$ cat src/logic/wdc_pkg.sv
// package of constants for the watchdog control and timeout block
// assumes a 10 MHz system clock and a slow oscillator tick input
//
// Behaviour
// - time-out flag, bit 7, sets on time-out in interrupt-capable mode
// - vectoring to the handler clears the time-out flag
// - writing one clears the time-out flag; zero leaves it
// - interrupt requested only when flag, enable bit 6 and global enable set
// - unprogrammed fuse: mode decoded from reset enable and interrupt enable
// - both enables set gives interrupt-then-reset mode
// - combined mode: first time-out only sets flag and interrupts
// - combined mode: vectoring clears interrupt enable and flag
// - combined mode: unserviced flag at next time-out causes reset
// - programmed fuse forces reset mode regardless of enables
// - clearing reset enable or changing prescale needs change enable
// - change enable clears itself four clocks after being written
// - reset enable reads one while reset-cause flag is set
// - prescale top bit in bit 5, lower bits in 2:0
// - codes 0 to 9 select 2048 up to 1048576 oscillator cycles
// - programmed fuse holds reset enable one and interrupt enable zero
// - counter counts slow oscillator ticks; restart instruction zeroes it
package wdc_pkg;
  localparam int         WDC_DATA_W      = 8;
  localparam int         WDC_ADDR_W      = 8;
  localparam logic [7:0] WDC_CTRL_ADDR   = 8'h00;
  localparam int         WDC_BIT_FLAG    = 7;
  localparam int         WDC_BIT_IE      = 6;
  localparam int         WDC_BIT_PS3     = 5;
  localparam int         WDC_BIT_CE      = 4;
  localparam int         WDC_BIT_RE      = 3;
  localparam int         WDC_PS_W        = 4;
  localparam int         WDC_CNT_W       = 21;
  localparam int         WDC_BASE_SHIFT  = 11;   // 2048 cycles at code 0
  localparam logic [3:0] WDC_PS_MAX      = 4'h9;
  localparam int         WDC_CE_CYCLES   = 4;
  localparam logic [2:0] WDC_CE_LOAD     = 3'(WDC_CE_CYCLES);
  localparam logic [3:0] WDC_PS_RESET    = 4'h0;
  typedef enum logic [1:0] {
    WDC_STOPPED,
    WDC_IRQ_MODE,
    WDC_RESET_MODE,
    WDC_COMBINED
  } wdc_mode_e;
endpackage : wdc_pkg

$ cat src/logic/wdc_counter.sv
// slow oscillator counter with prescaled time-out detection
// assumes i_osc_tick is a one-cycle pulse per slow oscillator cycle
`timescale 1ns/10ps
`default_nettype none
module wdc_counter
  import wdc_pkg::*;
(
  input  wire logic                i_clk,
  input  wire logic                i_rst_b,
  input  wire logic                i_run,
  input  wire logic                i_restart,
  input  wire logic                i_osc_tick,
  input  wire logic [WDC_PS_W-1:0] i_prescale,
  output logic                     o_timeout
);
  logic [WDC_CNT_W-1:0] count_reg;
  logic [WDC_CNT_W-1:0] limit;
  logic [WDC_PS_W-1:0]  code;

  // reserved codes clamp to the longest period
  assign code  = (i_prescale > WDC_PS_MAX) ? WDC_PS_MAX : i_prescale;
  assign limit = WDC_CNT_W'(({{(WDC_CNT_W-1){1'b0}}, 1'b1} << (WDC_BASE_SHIFT + int'(code))) - 1);

  // tick counter, restarted by software or on time-out
  always_ff @(posedge i_clk) begin
    if (!i_rst_b || i_restart || !i_run) begin
      count_reg <= '0;
    end else if (i_osc_tick) begin
      if (count_reg >= limit) begin
        count_reg <= '0;
      end else begin
        count_reg <= count_reg + 1'b1;
      end
    end
  end

  // one-cycle time-out pulse at the selected count
  always_ff @(posedge i_clk) begin
    if (!i_rst_b) begin
      o_timeout <= 1'b0;
    end else begin
      o_timeout <= i_run && !i_restart && i_osc_tick && (count_reg >= limit);
    end
  end

  // restart zeroes the count
  AST_RESTART: assert property (@(posedge i_clk) disable iff (!i_rst_b)
    i_restart |=> count_reg == '0)
    else $error("restart did not clear count");

  // a time-out leaves the count wrapped to zero
  AST_TO_WRAP: assert property (@(posedge i_clk) disable iff (!i_rst_b)
    o_timeout |-> count_reg == '0)
    else $error("count not wrapped");
endmodule : wdc_counter
`default_nettype wire

$ cat src/logic/wdc_watchdog_ctrl.sv
// control and status register of the watchdog with mode decode
// assumes a plain register port and a processor that acknowledges vectoring
`timescale 1ns/10ps
`default_nettype none

// register layout, one byte at the control address:
//   bit 7    time-out flag, write one to clear
//   bit 6    time-out interrupt enable
//   bit 5    prescale select top bit
//   bit 4    change enable, self clearing
//   bit 3    system reset enable
//   bits 2:0 prescale select low bits
// hazard: a shorter prescale can time out at once, so restart first
module wdc_watchdog_ctrl
  import wdc_pkg::*;
(
  input  wire logic                  i_clk,
  input  wire logic                  i_rst_b,
  input  wire logic [WDC_ADDR_W-1:0] i_addr,
  input  wire logic [WDC_DATA_W-1:0] i_wdata,
  input  wire logic                  i_wr,
  input  wire logic                  i_rd,
  output logic      [WDC_DATA_W-1:0] o_rdata,
  input  wire logic                  i_global_irq_enable,
  input  wire logic                  i_irq_vector_ack,
  input  wire logic                  i_watchdog_reset_cause_flag,
  input  wire logic                  i_always_on_fuse,
  input  wire logic                  i_wdr,
  input  wire logic                  i_osc_tick,
  output logic                       o_irq,
  output logic                       o_system_reset,
  output logic      [1:0]            o_mode
);
  logic                timeout_flag_reg;
  logic                timeout_irq_enable_reg;
  logic                system_reset_enable_reg;
  logic                change_enable_reg;
  logic [2:0]          ce_count_reg;
  logic [WDC_PS_W-1:0] prescale_select_reg;
  logic                sys_reset_reg;
  logic                ctrl_wr;
  logic                ctrl_rd;
  logic                fuse_on;
  logic                re_eff;
  logic                ie_eff;
  logic                timeout;
  logic                run;
  logic                flag_clr_wr;
  logic                set_flag;
  logic                ce_was;
  wdc_mode_e           mode;
  logic [WDC_PS_W-1:0] ps_wr;
  logic [2:0]          ce_age_reg;

  // decode of the single control register
  always_comb begin
    if (i_addr == WDC_CTRL_ADDR) begin
      ctrl_wr = i_wr;
      ctrl_rd = i_rd;
    end else begin
      ctrl_wr = 1'b0;
      ctrl_rd = 1'b0;
    end
  end

  assign ps_wr   = {i_wdata[WDC_BIT_PS3], i_wdata[2:0]};
  assign fuse_on = !i_always_on_fuse; // zero means programmed
  assign ce_was  = change_enable_reg;
  // effective enables under fuse and reset-cause overrides
  assign re_eff  = fuse_on || system_reset_enable_reg || i_watchdog_reset_cause_flag;
  assign ie_eff  = !fuse_on && timeout_irq_enable_reg;

  // mode decode from the enables
  always_comb begin
    if (fuse_on) begin
      mode = WDC_RESET_MODE;
    end else begin
      case ({re_eff, ie_eff})
        2'b00:   mode = WDC_STOPPED;
        2'b01:   mode = WDC_IRQ_MODE;
        2'b10:   mode = WDC_RESET_MODE;
        default: mode = WDC_COMBINED;
      endcase
    end
  end
  assign o_mode = mode;
  assign run    = (mode != WDC_STOPPED);

  wdc_counter u_counter (
    .i_clk      (i_clk),
    .i_rst_b    (i_rst_b),
    .i_run      (run),
    .i_restart  (i_wdr),
    .i_osc_tick (i_osc_tick),
    .i_prescale (prescale_select_reg),
    .o_timeout  (timeout)
  );

  // flag sets on every time-out in interrupt mode, on the first time-out only in combined mode
  assign set_flag    = timeout && (mode == WDC_IRQ_MODE || mode == WDC_COMBINED)
                       && !(mode == WDC_COMBINED && timeout_flag_reg);
  assign flag_clr_wr = ctrl_wr && i_wdata[WDC_BIT_FLAG];

  // time-out flag: set wins over software and vector clear
  always_ff @(posedge i_clk) begin
    if (!i_rst_b) begin
      timeout_flag_reg <= 1'b0;
    end else if (set_flag) begin
      timeout_flag_reg <= 1'b1;
    end else if (i_irq_vector_ack || flag_clr_wr) begin
      timeout_flag_reg <= 1'b0;
    end
  end

  // interrupt enable, cleared by vectoring in combined mode
  always_ff @(posedge i_clk) begin
    if (!i_rst_b) begin
      timeout_irq_enable_reg <= 1'b0;
    end else if (ctrl_wr) begin
      timeout_irq_enable_reg <= i_wdata[WDC_BIT_IE];
    end else if (i_irq_vector_ack && mode == WDC_COMBINED) begin
      timeout_irq_enable_reg <= 1'b0;
    end
  end

  // reset enable: set freely, cleared only under change enable
  always_ff @(posedge i_clk) begin
    if (!i_rst_b) begin
      system_reset_enable_reg <= 1'b0;
    end else if (ctrl_wr) begin
      if (i_wdata[WDC_BIT_RE]) begin
        system_reset_enable_reg <= 1'b1;
      end else if (ce_was && !i_watchdog_reset_cause_flag) begin
        system_reset_enable_reg <= 1'b0;
      end
    end
  end

  // prescale changes only under change enable
  always_ff @(posedge i_clk) begin
    if (!i_rst_b) begin
      prescale_select_reg <= WDC_PS_RESET;
    end else if (ctrl_wr && ce_was) begin
      prescale_select_reg <= ps_wr;
    end
  end

  // change enable with four-cycle self clear
  always_ff @(posedge i_clk) begin
    if (!i_rst_b) begin
      change_enable_reg <= 1'b0;
      ce_count_reg      <= 3'h0;
    end else if (ctrl_wr && i_wdata[WDC_BIT_CE] && i_wdata[WDC_BIT_RE]) begin
      change_enable_reg <= 1'b1;
      ce_count_reg      <= WDC_CE_LOAD;
    end else if (ctrl_wr) begin
      change_enable_reg <= 1'b0;
      ce_count_reg      <= 3'h0;
    end else if (ce_count_reg != 3'h0) begin
      ce_count_reg      <= ce_count_reg - 3'h1;
      change_enable_reg <= (ce_count_reg != 3'h1);
    end
  end

  // system reset pulse on time-out in reset mode, or in combined mode while the flag stands
  always_ff @(posedge i_clk) begin
    if (!i_rst_b) begin
      sys_reset_reg <= 1'b0;
    end else begin
      sys_reset_reg <= timeout && (mode == WDC_RESET_MODE
                       || (mode == WDC_COMBINED && timeout_flag_reg));
    end
  end
  assign o_system_reset = sys_reset_reg;

  // interrupt request gated by enable and global enable
  assign o_irq = timeout_flag_reg && ie_eff && i_global_irq_enable;

  // read data one cycle after the strobe
  always_ff @(posedge i_clk) begin
    if (!i_rst_b) begin
      o_rdata <= 8'h00;
    end else if (ctrl_rd) begin
      o_rdata <= {timeout_flag_reg, ie_eff, prescale_select_reg[3], change_enable_reg,
                  re_eff, prescale_select_reg[2:0]};
    end else begin
      o_rdata <= 8'h00;
    end
  end

  // age of the change enable window, helper for its self clear check
  always_ff @(posedge i_clk) begin
    if (!i_rst_b) begin
      ce_age_reg <= 3'h0;
    end else if (!change_enable_reg || ctrl_wr) begin
      ce_age_reg <= 3'h0;
    end else if (ce_age_reg != 3'h7) begin
      ce_age_reg <= ce_age_reg + 3'h1;
    end
  end

  // flag sets on a qualifying time-out
  AST_FLAG_SET: assert property (@(posedge i_clk) disable iff (!i_rst_b)
    set_flag |=> timeout_flag_reg)
    else $error("flag not set");

  // write one clears the flag
  AST_W1C: assert property (@(posedge i_clk) disable iff (!i_rst_b)
    flag_clr_wr && !set_flag |=> !timeout_flag_reg)
    else $error("flag not cleared");

  // write zero keeps the flag
  AST_FLAG_HOLD: assert property (@(posedge i_clk) disable iff (!i_rst_b)
    ctrl_wr && !i_wdata[WDC_BIT_FLAG] && timeout_flag_reg && !i_irq_vector_ack
    |=> timeout_flag_reg)
    else $error("flag lost on zero write");

  // vectoring clears the flag
  AST_FLAG_ACK: assert property (@(posedge i_clk) disable iff (!i_rst_b)
    i_irq_vector_ack && !set_flag |=> !timeout_flag_reg)
    else $error("vector did not clear flag");

  // request only with flag, global enable and unprogrammed fuse
  AST_IRQ: assert property (@(posedge i_clk) disable iff (!i_rst_b)
    o_irq |-> timeout_flag_reg && i_global_irq_enable && !fuse_on)
    else $error("bad irq");

  // request raised whenever flag and both enables stand
  AST_IRQ_SET: assert property (@(posedge i_clk) disable iff (!i_rst_b)
    timeout_flag_reg && ie_eff && i_global_irq_enable |-> o_irq)
    else $error("irq missing");

  // stopped decode
  AST_MODE_STOP: assert property (@(posedge i_clk) disable iff (!i_rst_b)
    !fuse_on && !re_eff && !ie_eff |-> mode == WDC_STOPPED)
    else $error("not stopped");

  // interrupt decode
  AST_MODE_IRQ: assert property (@(posedge i_clk) disable iff (!i_rst_b)
    !fuse_on && !re_eff && ie_eff |-> mode == WDC_IRQ_MODE)
    else $error("not interrupt mode");

  // stopped counter never times out
  AST_STOP_QUIET: assert property (@(posedge i_clk) disable iff (!i_rst_b)
    mode == WDC_STOPPED |=> !timeout)
    else $error("time-out while stopped");

  // interrupt mode never resets the system
  AST_IRQ_NO_RST: assert property (@(posedge i_clk) disable iff (!i_rst_b)
    timeout && mode == WDC_IRQ_MODE |=> !o_system_reset)
    else $error("reset in interrupt mode");

  // combined decode
  AST_MODE_COMB: assert property (@(posedge i_clk) disable iff (!i_rst_b)
    !fuse_on && re_eff && ie_eff |-> mode == WDC_COMBINED)
    else $error("not combined mode");

  // first combined time-out only flags
  AST_FIRST_TO: assert property (@(posedge i_clk) disable iff (!i_rst_b)
    timeout && mode == WDC_COMBINED && !timeout_flag_reg
    |=> timeout_flag_reg && !o_system_reset)
    else $error("first time-out misbehaved");

  // self clear of change enable
  AST_CE_SELF: assert property (@(posedge i_clk) disable iff (!i_rst_b)
    $rose(change_enable_reg) ##1 !ctrl_wr [*4] |-> !change_enable_reg)
    else $error("ce stuck");

  // change enable never outlives its window
  AST_CE_AGE: assert property (@(posedge i_clk) disable iff (!i_rst_b)
    change_enable_reg |-> ce_age_reg < 3'(WDC_CE_CYCLES))
    else $error("ce window too long");

  // any other write closes the window
  AST_CE_WR_CLR: assert property (@(posedge i_clk) disable iff (!i_rst_b)
    ctrl_wr && !(i_wdata[WDC_BIT_CE] && i_wdata[WDC_BIT_RE]) |=> !change_enable_reg)
    else $error("ce kept after write");

  // reset-cause flag forces the enable
  AST_RE_CAUSE: assert property (@(posedge i_clk) disable iff (!i_rst_b)
    i_watchdog_reset_cause_flag |-> re_eff)
    else $error("re not forced");

  // reset enable kept while the cause flag stands
  AST_RE_CAUSE_HOLD: assert property (@(posedge i_clk) disable iff (!i_rst_b)
    i_watchdog_reset_cause_flag && system_reset_enable_reg |=> system_reset_enable_reg)
    else $error("re cleared under cause");

  // readback shows the forced enable
  AST_RDATA_RE: assert property (@(posedge i_clk) disable iff (!i_rst_b)
    ctrl_rd && i_watchdog_reset_cause_flag |=> o_rdata[WDC_BIT_RE])
    else $error("re not read as one");

  // prescale locked without change enable
  AST_PS_LOCK: assert property (@(posedge i_clk) disable iff (!i_rst_b)
    ctrl_wr && !ce_was |=> $stable(prescale_select_reg))
    else $error("ps changed");

  // reset enable not cleared without change enable
  AST_RE_LOCK: assert property (@(posedge i_clk) disable iff (!i_rst_b)
    ctrl_wr && !ce_was && system_reset_enable_reg |=> system_reset_enable_reg)
    else $error("re cleared unlocked");

  // reset enable may always be set
  AST_RE_SET: assert property (@(posedge i_clk) disable iff (!i_rst_b)
    ctrl_wr && i_wdata[WDC_BIT_RE] |=> system_reset_enable_reg)
    else $error("re not set");

  // prescale field gathered from bit 5 and bits 2:0
  AST_PS_SPLIT: assert property (@(posedge i_clk) disable iff (!i_rst_b)
    ctrl_wr && ce_was
    |=> prescale_select_reg == {$past(i_wdata[WDC_BIT_PS3]), $past(i_wdata[2:0])})
    else $error("ps split wrong");

  // programmed fuse forces reset mode
  AST_FUSE: assert property (@(posedge i_clk) disable iff (!i_rst_b)
    fuse_on |-> mode == WDC_RESET_MODE && !o_irq)
    else $error("fuse ignored");

  // programmed fuse pins the enables
  AST_FUSE_FIELDS: assert property (@(posedge i_clk) disable iff (!i_rst_b)
    fuse_on |-> re_eff && !ie_eff)
    else $error("fuse enables wrong");

  // reset mode resets on time-out
  AST_RST_MODE: assert property (@(posedge i_clk) disable iff (!i_rst_b)
    timeout && mode == WDC_RESET_MODE |=> o_system_reset)
    else $error("no reset in reset mode");

  // reset is a single pulse
  AST_RST_PULSE: assert property (@(posedge i_clk) disable iff (!i_rst_b)
    o_system_reset |=> !o_system_reset)
    else $error("reset pulse too long");

  // unserviced combined time-out resets
  AST_COMB_RST: assert property (@(posedge i_clk) disable iff (!i_rst_b)
    timeout && mode == WDC_COMBINED && timeout_flag_reg |=> o_system_reset)
    else $error("no reset");

  // vectoring in combined mode drops to reset mode
  AST_COMB_ACK: assert property (@(posedge i_clk) disable iff (!i_rst_b)
    i_irq_vector_ack && mode == WDC_COMBINED && !ctrl_wr && !set_flag
    |=> !timeout_irq_enable_reg && !timeout_flag_reg)
    else $error("ack no clear");
endmodule : wdc_watchdog_ctrl
`default_nettype wire

$ cat config.mk
export PLATFORM = sky130hd
export DESIGN_NAME = wdc_watchdog_ctrl
export DESIGN_NICKNAME = d
export VERILOG_FILES = /design/src/logic/wdc_pkg.sv /design/src/logic/wdc_counter.sv /design/src/logic/wdc_watchdog_ctrl.sv
export SDC_FILE = /design/constraint.sdc
export NUM_CORES = 1
export LEC_CHECK = 0
export BUFFER_PORTS_ARGS = -buffer_cell sky130_fd_sc_hd__buf_2
export CORE_ASPECT_RATIO = 0.8
export CORE_MARGIN = 1
export CORE_UTILIZATION = 58
export DETAILED_ROUTE_END_ITERATION = 10
export PLACE_DENSITY = 0.91
export REMOVE_ABC_BUFFERS = 1
export SLEW_MARGIN = 20
export SYNTH_ARGS = -nofsm -noshare
export SYNTH_HDL_FRONTEND = slang
export SYNTH_SLANG_ARGS = --single-unit
$ cat constraint.sdc
create_clock -name i_clk -period 5.85 [get_ports i_clk]
set_input_delay 0.585 -clock i_clk [delete_from_list [all_inputs] [get_ports i_clk]]
set_output_delay 0.585 -clock i_clk [all_outputs]
set_load 0.005 [all_outputs]
==> run summary, run 1 <==
Status: finished, final reports clean
Worst Skew: 0.009055 ns
Root buffer cell: clkbuf_8
Relative slew slack: 57.74%
Share of flip-flops with an asynchronous set or reset: 0%
Area inside the core boundary: 4624 sq um
Number of buffers added on ports: 37
# IOs: 38
Cell count of the worst hold path: 2
Max Fclk: 199.6 MHz
Insertion delay of the later-clocked pin in the worst-skew pair: 0.31 ns
Number of antenna violations at the first check in global routing: 0
Number of endpoints with negative hold slack in the final report: 0
Gp weighted congestion: 0.9093
Synth cell types: 56
Proportion of synthesized chip area in sequential cells: 29.92%
Req. time, crit path: 6.03 ns
# resized after CTS: 0
Total area of sequential cells: 840.8 sq um
Number of design rule violations left after detail routing: 0
Number of synthesized register bits: 42
Number of sinks on the clock net: 42
Clock H-tree levels: 2
First DRT Iteration DRCs: 180
Number of placement rows: 22
Number of setup violations in the final report: 0
CTS tree: yes
Net total in the final layout: 440
DP Wirelength: 4991 microns
Ys flop type: dfxtp_1
Ant diodes: 0
Final critical-path required period: 5.010 ns
Share of cells above drive strength 1: 13.70%
Critical Path Start Type: flip-flop
Combined area of the multi-input logic cells: 1856 sq um
Filler cell count in the final layout: 399
Number of detailed-routing iterations run before antenna repair: 5
Number of warnings issued by yosys: 0
Largest net degree at the start of global routing: 22
Antenna Nets Post-Route: 0
Cells after synthesis: 353
Total global routing track utilization: 26.32%
Min-delay worst type: reg -> reg
Most common library cell in the layout ignoring fill and taps: dfxtp_1
Critical path class: reg -> reg
Effective utilization at floorplan: 60.77%
Die Y: 64.26 microns
Via count: 2676
Clock-pin slew of the registers on the worst-case setup and hold paths: 0.08 ns
Static Leakage: 1.336 nW
Area of the mapped netlist: 2810 sq um
Wire length per cell: 14.58 microns
RSZ-0062 raised after global routing: false
Overall routed net length: 6516 microns
Pins over their slew limit: 0
CTS Buffer Depth: 2
Horizontal die dimension: 79.83 microns
Final worst path period share: 85.64%
Wire length of the first global-routing pass: 10490 microns
Slew @ Worst Pin: 0.6331 ns
Aggregate global routing overflow: 0
Number of hold buffers added after CTS: 0
Total Die Area: 5130 sq um
Sum of negative setup slack: 0 ns
Worst IR Drop VDD: 0.1609 mV
Number of buffers inserted to repair setup after CTS: 0
Fin util: 67.29%
Area added between synthesis and finish: 10.73%
Via-per-instance ratio: 5.987
Post-Syn Area per Cell: 7.961 sq um
Number of global-route vias before repair: 2290
Most frequent cells in the layout: dfxtp_1 (42), buf_2 (37), nand2_1 (36), nor2_1 (30), ha_1 (28)
Number of flops mapped to enable cells by yosys: 0
Max-cap viol count: 0
Number of CTS-inserted buffers: 5
Logic depth of the worst register-to-register path: 16
CP max FO: 16
Data arrival time at the worst-slack endpoint: 5.19 ns
Number of flip-flops under the largest register name: 21
Power density over the cells: 196.7 nW/um^2
Endpoint class of the critical path: flip-flop
-- area by class of cell --
cell class | count | share of cell area [%]
multi-input cells | 284 | 59.63
flip-flops and latches | 42 | 27.02
repair buffers | 37 | 5.951
well taps | 60 | 2.413
clock inverters | 2 | 0.4021
clock buffers | 6 | 2.654
inverters | 16 | 1.930
-- logic make-up after synthesis --
family          after synthesis  share of synthesized area [%]
buf+inv                      31                          4.585
mux                           4                          1.469
compound gates               79                          19.59
flops                        42                          29.92
fa+ha+maj                    28                          12.47
other cells                   2                         0.2672
xor+xnor                     18                          5.610
simple gates                149                          26.09
-- routing by layer --
layer	part of all wire (%)	vias to the layer above	track usage, %
li1	-	1332	-
met1	47	1220	37.10
met2	44	117	38.89
met3	7.8	7	7.000
met4	0.94	0	7.813
met5	0	-	0
-- power breakdown --
part	switching [W]	internal, W
combinational	0.0000534	0.0000449
sequential	0.0000128	0.000298
clock	0.000108	0.0000949
total	0.000174	0.000438
-- per-stage QoR --
step / worst slack [ns] / instance area, sq um / power [W] / hold WS [ns] / cells
final: 0.8403 / 3112 / 0.0006121 / 0.4985 / 447
after floorplan: 1.492 / 2756 / 0.0003835 / 0.4499 / 342
after detailed placement: 0.9723 / 3017 / 0.0004144 / 0.4816 / 439
after CTS: 0.9430 / 3112 / 0.0006111 / 0.4974 / 447
after global routing: 0.5238 / 3112 / 0.0006392 / 0.5165 / 447
after global placement: 1.187 / 3017 / 0.0004073 / 0.4651 / 439
-- worst paths after layout --
| path | from | to | slack [ns] |
|---|---|---|---|
| setup / recovery | prescale_select_reg[1]$_SDFFE_PN0P_ | u_counter.count_reg[13]$_SDFFE_PP0P_ | 0.84 |
| hold / removal | system_reset_enable_reg$_SDFFE_PN0P_ | system_reset_enable_reg$_SDFFE_PN0P_ | 0.50 |
| setup reg to reg | prescale_select_reg[1]$_SDFFE_PN0P_ | u_counter.count_reg[13]$_SDFFE_PP0P_ | 0.84 |
| hold reg to reg | system_reset_enable_reg$_SDFFE_PN0P_ | system_reset_enable_reg$_SDFFE_PN0P_ | 0.50 |
-- cells in the mapped netlist (2+ instances only) --
library cell	instances	share of area, %
nor3_1	20	3.6
clkbuf_1	11	1.5
nor3b_1	2	0.53
mux2i_1	3	1.1
o22ai_1	4	0.89
a21o_1	3	0.80
or3_1	3	0.67
nor2_1	30	4.0
o31ai_1	4	1.1
o21a_1	4	1.1
and2_1	4	0.89
a21boi_0	6	1.6
nor2b_1	3	0.67
and4_1	2	0.62
o21ai_0	11	2.0
xor2_1	9	2.8
nand4_1	9	2.0
dfxtp_1	42	30
nand3_1	25	4.5
a21oi_1	19	3.4
o21bai_1	2	0.53
inv_1	15	2.0
a22o_1	5	1.6
o2111a_1	2	0.80
xnor2_1	9	2.8
conb_1	2	0.27
a211oi_1	4	1.1
o311a_1	2	0.71
and3_1	6	1.3
nand2_1	36	4.8
a31oi_1	3	0.67
nor4_1	2	0.45
ha_1	28	12
-- critical path, stage by stage, from the launching register on --
cell,delay [ns]
dfxtp_1,0.48
or2_2,0.42
a21oi_1,0.20
ha_1,0.43
or3_1,0.43
o21ai_0,0.44
a211oi_1,0.17
xnor2_1,0.18
a21o_1,0.14
a22oi_1,0.07
ha_1,0.34
nand4_1,0.20
o21bai_1,0.27
or4_4,0.45
and3_4,0.22
a21oi_4,0.34
nor2_1,0.10
(Power assumes the default switching activity.)
==> run 2, diff against run 1 <==
--- a/config.mk
+++ b/config.mk
@@ -8,9 +8,9 @@
 export BUFFER_PORTS_ARGS = -buffer_cell sky130_fd_sc_hd__buf_2
 export CORE_ASPECT_RATIO = 0.8
 export CORE_MARGIN = 1
-export CORE_UTILIZATION = 58
+export CORE_UTILIZATION = 46
 export DETAILED_ROUTE_END_ITERATION = 10
-export PLACE_DENSITY = 0.91
+export PLACE_DENSITY = 0.77
 export REMOVE_ABC_BUFFERS = 1
 export SLEW_MARGIN = 20
 export SYNTH_ARGS = -nofsm -noshare
==> constraint.sdc (replaced) <==
create_clock -name i_clk -period 4.77 [get_ports i_clk]
set_input_delay 0.477 -clock i_clk [delete_from_list [all_inputs] [get_ports i_clk]]
set_output_delay 0.477 -clock i_clk [all_outputs]
set_load 0.005 [all_outputs]
==> run 2 against run 1 <==
  * Combinational power up 20%
  * Total power up 22%
  * Clock power up 21%
  * Flip-flop and latch count unchanged
  * Sequential share of layout area down 0.61 points
  * Largest cell class unchanged
  * Die area up 25%
==> run summary, run 2 (synthesis gave the netlist of run 1 again) <==
Status: finished, final reports clean
Launch point of the worst hold path: i_wdata[6]
Crit path max-delay cell type: or4_4
Number of design rule violations left after detail routing: 0 (unchanged)
Wire length per cell: 14.27 microns (-2.1%)
Endpoint class of the critical path: flip-flop
Number of flip-flops under the largest register name: 21 (unchanged)
Number of endpoints with negative hold slack in the final report: 0 (unchanged)
Wire length of the first global-routing pass: 10870 microns (+3.6%)
Total placed instance area: 3080 sq um (+2.1%)
Int Power: 0.0005270 W (+20%)
RR Endpoint: u_counter.count_reg[17]$_SDFFE_PP0P_
Slew @ Worst Pin: 0.6066 ns (-0.02650 ns)
Effective utilization at floorplan: 47.53% (-13 points)
Aggregate global routing overflow: 0 (unchanged)
Number of antenna violations at the first check in global routing: 0 (unchanged)
Combinational group share of total power: 15.9% (-0.2 points)
Switch Pwr: 0.0002170 W (+25%)
Number of buffers added on ports: 37 (unchanged)
RSZ-0062 raised after global routing: false
Hold worst-path end: timeout_irq_enable_reg$_SDFFE_PN0P_
Final critical-path required period: 4.532 ns (-0.4782 ns)
Worst Skew: 0.01292 ns (+0.003865 ns)
Min-delay worst type: in -> reg
Overall routed net length: 6751 microns (+3.6%)
Root buffer cell: clkbuf_8
DP Wirelength: 5182 microns (+3.8%)
Insertion delay of the later-clocked pin in the worst-skew pair: 0.31 ns (about the same)
Filler cell count in the final layout: 547 (+37%)
Area inside the core boundary: 5912 sq um (+28%)
CTS Buffer Depth: 2 (unchanged)
Via count: 2716 (+1.5%)
Final worst path period share: 95.00% (+9.4 points)
Cell type with the highest occurrence count on the critical path: ha_1
Total Die Area: 6428 sq um (+25%)
Clock H-tree levels: 2 (unchanged)
Most frequent cells in the layout: dfxtp_1 (42), buf_2 (37), nand2_1 (36), nor2_1 (30), ha_1 (28)
Post-route standard cell area excluding fillers: 3183 sq um (+2.3%)
Number of hold buffers added after CTS: 0 (unchanged)
Number of global-route vias before repair: 2302 (+0.52%)
Number of setup violations in the final report: 0 (unchanged)
Largest net degree at the start of global routing: 19 (-14%)
Logic depth of the worst register-to-register path: 17 (+1)
Reg-to-reg setup timing slack: 0.24 ns (-0.60 ns)
Static Leakage: 1.361 nW (+1.9%)
Cell count of the worst hold path: 3 (+1)
Critical path class: reg -> reg
CP max FO: 13 (-3)
Clock-pin slew of the registers on the worst-case setup and hold paths: 0.09 ns (about the same)
CTS tree: yes
Total global routing track utilization: 21.83% (-4.5 points)
First DRT Iteration DRCs: 279 (+55%)
Cell class contributing the biggest share of worst-path delay: compound AO/OA/AOI/OAI gates
Number of sinks on the clock net: 42 (unchanged)
Max-cap viol count: 0 (unchanged)
Relative slew slack: 59.52% (+1.8 points)
Area added between synthesis and finish: 13.27%
Gp weighted congestion: 0.8981 (-1.2%)
Critical Path Start Type: flip-flop
Pins over their slew limit: 0 (unchanged)
Flop pwr share: 51.2% (+0.3 points)
Number of CTS-inserted buffers: 5 (unchanged)
Power density over the cells: 233.7 nW/um^2 (+19%)
# IOs: 38 (unchanged)
Max Fclk: 220.7 MHz (+11%)
Data arrival time at the worst-slack endpoint: 4.71 ns (-0.48 ns)
Net total in the final layout: 445 (+1.1%)
Number of detailed-routing iterations run before antenna repair: 5 (unchanged)
Ant diodes: 0 (unchanged)
Biggest cell delay along the critical path: 0.45 ns (-0.03 ns)
Worst-path cell chain: or2_2 > a21oi_1 > ha_1 > buf_4 > nand2_1 > o2bb2ai_1 > a211oi_2 > xnor2_1 > a21o_1 > a22oi_1 > ha_1 > nand4_1 > o21bai_1 > or4_4 > and3_4 > a21oi_4 > nor2_1
Switching portion of total power: 29.17% (+0.77 points)
Via-per-instance ratio: 5.742 (-4.1%)
Req. time, crit path: 4.95 ns (-1.08 ns)
RR Startpoint: prescale_select_reg[0]$_SDFFE_PN0P_
Worst IR Drop VDD: 0.1827 mV (+14%)
Horizontal die dimension: 89.39 microns (+12%)
Clock network fraction of total power: 32.9% (-0.2 points)
Die Y: 71.91 microns (+12%)
Antenna Nets Post-Route: 0 (unchanged)
Number of placement rows: 25 (+14%)
Most common library cell in the layout ignoring fill and taps: dfxtp_1
Sum of negative setup slack: 0 ns (unchanged)
CP bufs+invs: 1 (+1)
Share of cells above drive strength 1: 15.31% (+1.6 points)
[run 2: metrics by stage]
step | power (W) | setup WS [ns] | instances | hold WS (ns) | utilization (%)
4_1_cts | 0.0007456 | 0.04994 | 473 | 0.4169 | 53.69
5_1_grt | 0.0007853 | 0.003788 | 473 | 0.4349 | 53.84
2_1_floorplan | 0.0004703 | 0.4119 | 342 | 0.4499 | -
6_report | 0.0007440 | 0.2385 | 473 | 0.4209 | 53.84
3_5_place_dp | 0.0005039 | 0.07588 | 465 | 0.4691 | 52.11
3_3_place_gp | 0.0004998 | 0.4304 | 465 | 0.4699 | 52.11
[run 2: worst max path at each step]
stage	from	end	depth (start not counted)
after floorplan	prescale_select_reg[1]$_SDFFE_PN0P_	u_counter.count_reg[3]$_SDFFE_PP0P_	14
after global placement	prescale_select_reg[0]$_SDFFE_PN0P_	u_counter.count_reg[18]$_SDFFE_PP0P_	14
after detailed placement	prescale_select_reg[0]$_SDFFE_PN0P_	u_counter.count_reg[17]$_SDFFE_PP0P_	16
after CTS	prescale_select_reg[0]$_SDFFE_PN0P_	u_counter.count_reg[17]$_SDFFE_PP0P_	16
after global routing	prescale_select_reg[0]$_SDFFE_PN0P_	u_counter.count_reg[12]$_SDFFE_PP0P_	17
final	prescale_select_reg[0]$_SDFFE_PN0P_	u_counter.count_reg[17]$_SDFFE_PP0P_	17
[run 2: tightest hold or removal path: cells and delay by family]
kind            cells  cell delay (ns)
compound gates      1             0.06
buf+inv             1             0.10
simple gates        1             0.05
[run 2: power by group through the flow]
stage | logic (W) | clock network [W] | registers, W
detailed placement | 0.000115 | 0 | 0.000389
finish | 0.000118 | 0.000245 | 0.000381
CTS | 0.000117 | 0.000248 | 0.000380
global placement | 0.000112 | 0 | 0.000388
global route | 0.000135 | 0.000266 | 0.000383
floorplan | 0.0000850 | 0 | 0.000385
[run 2: layout make-up]
class / instances / area (sq um) / area share [%]
clock buffer: 5 / 68.82 / 2.162
tap: 81 / 101.3 / 3.184
inverter: 16 / 60.06 / 1.887
clock inverter: 3 / 25.02 / 0.7862
multi-input combinational: 284 / 1864 / 58.57
sequential: 42 / 840.8 / 26.42
timing repair buffer: 42 / 222.7 / 6.997
[run 2: timing repair]
action                                  in CTS  in global routing
buffers inserted                             0                  0
endpoints found under the setup margin       0                 19
endpoints found under the hold margin        0                  0
resized for setup                            0                  3
[run 2: layer usage]
| layer | global-route usage (%) | wire [microns] | share of wire [%] |
|---|---|---|---|
| met5 | 0 | 0 | 0 |
| met4 | 7.231 | 103 | 1.5 |
| met3 | 4.096 | 374 | 5.5 |
| met2 | 31.72 | 3062 | 45 |
| met1 | 32.39 | 3211 | 48 |
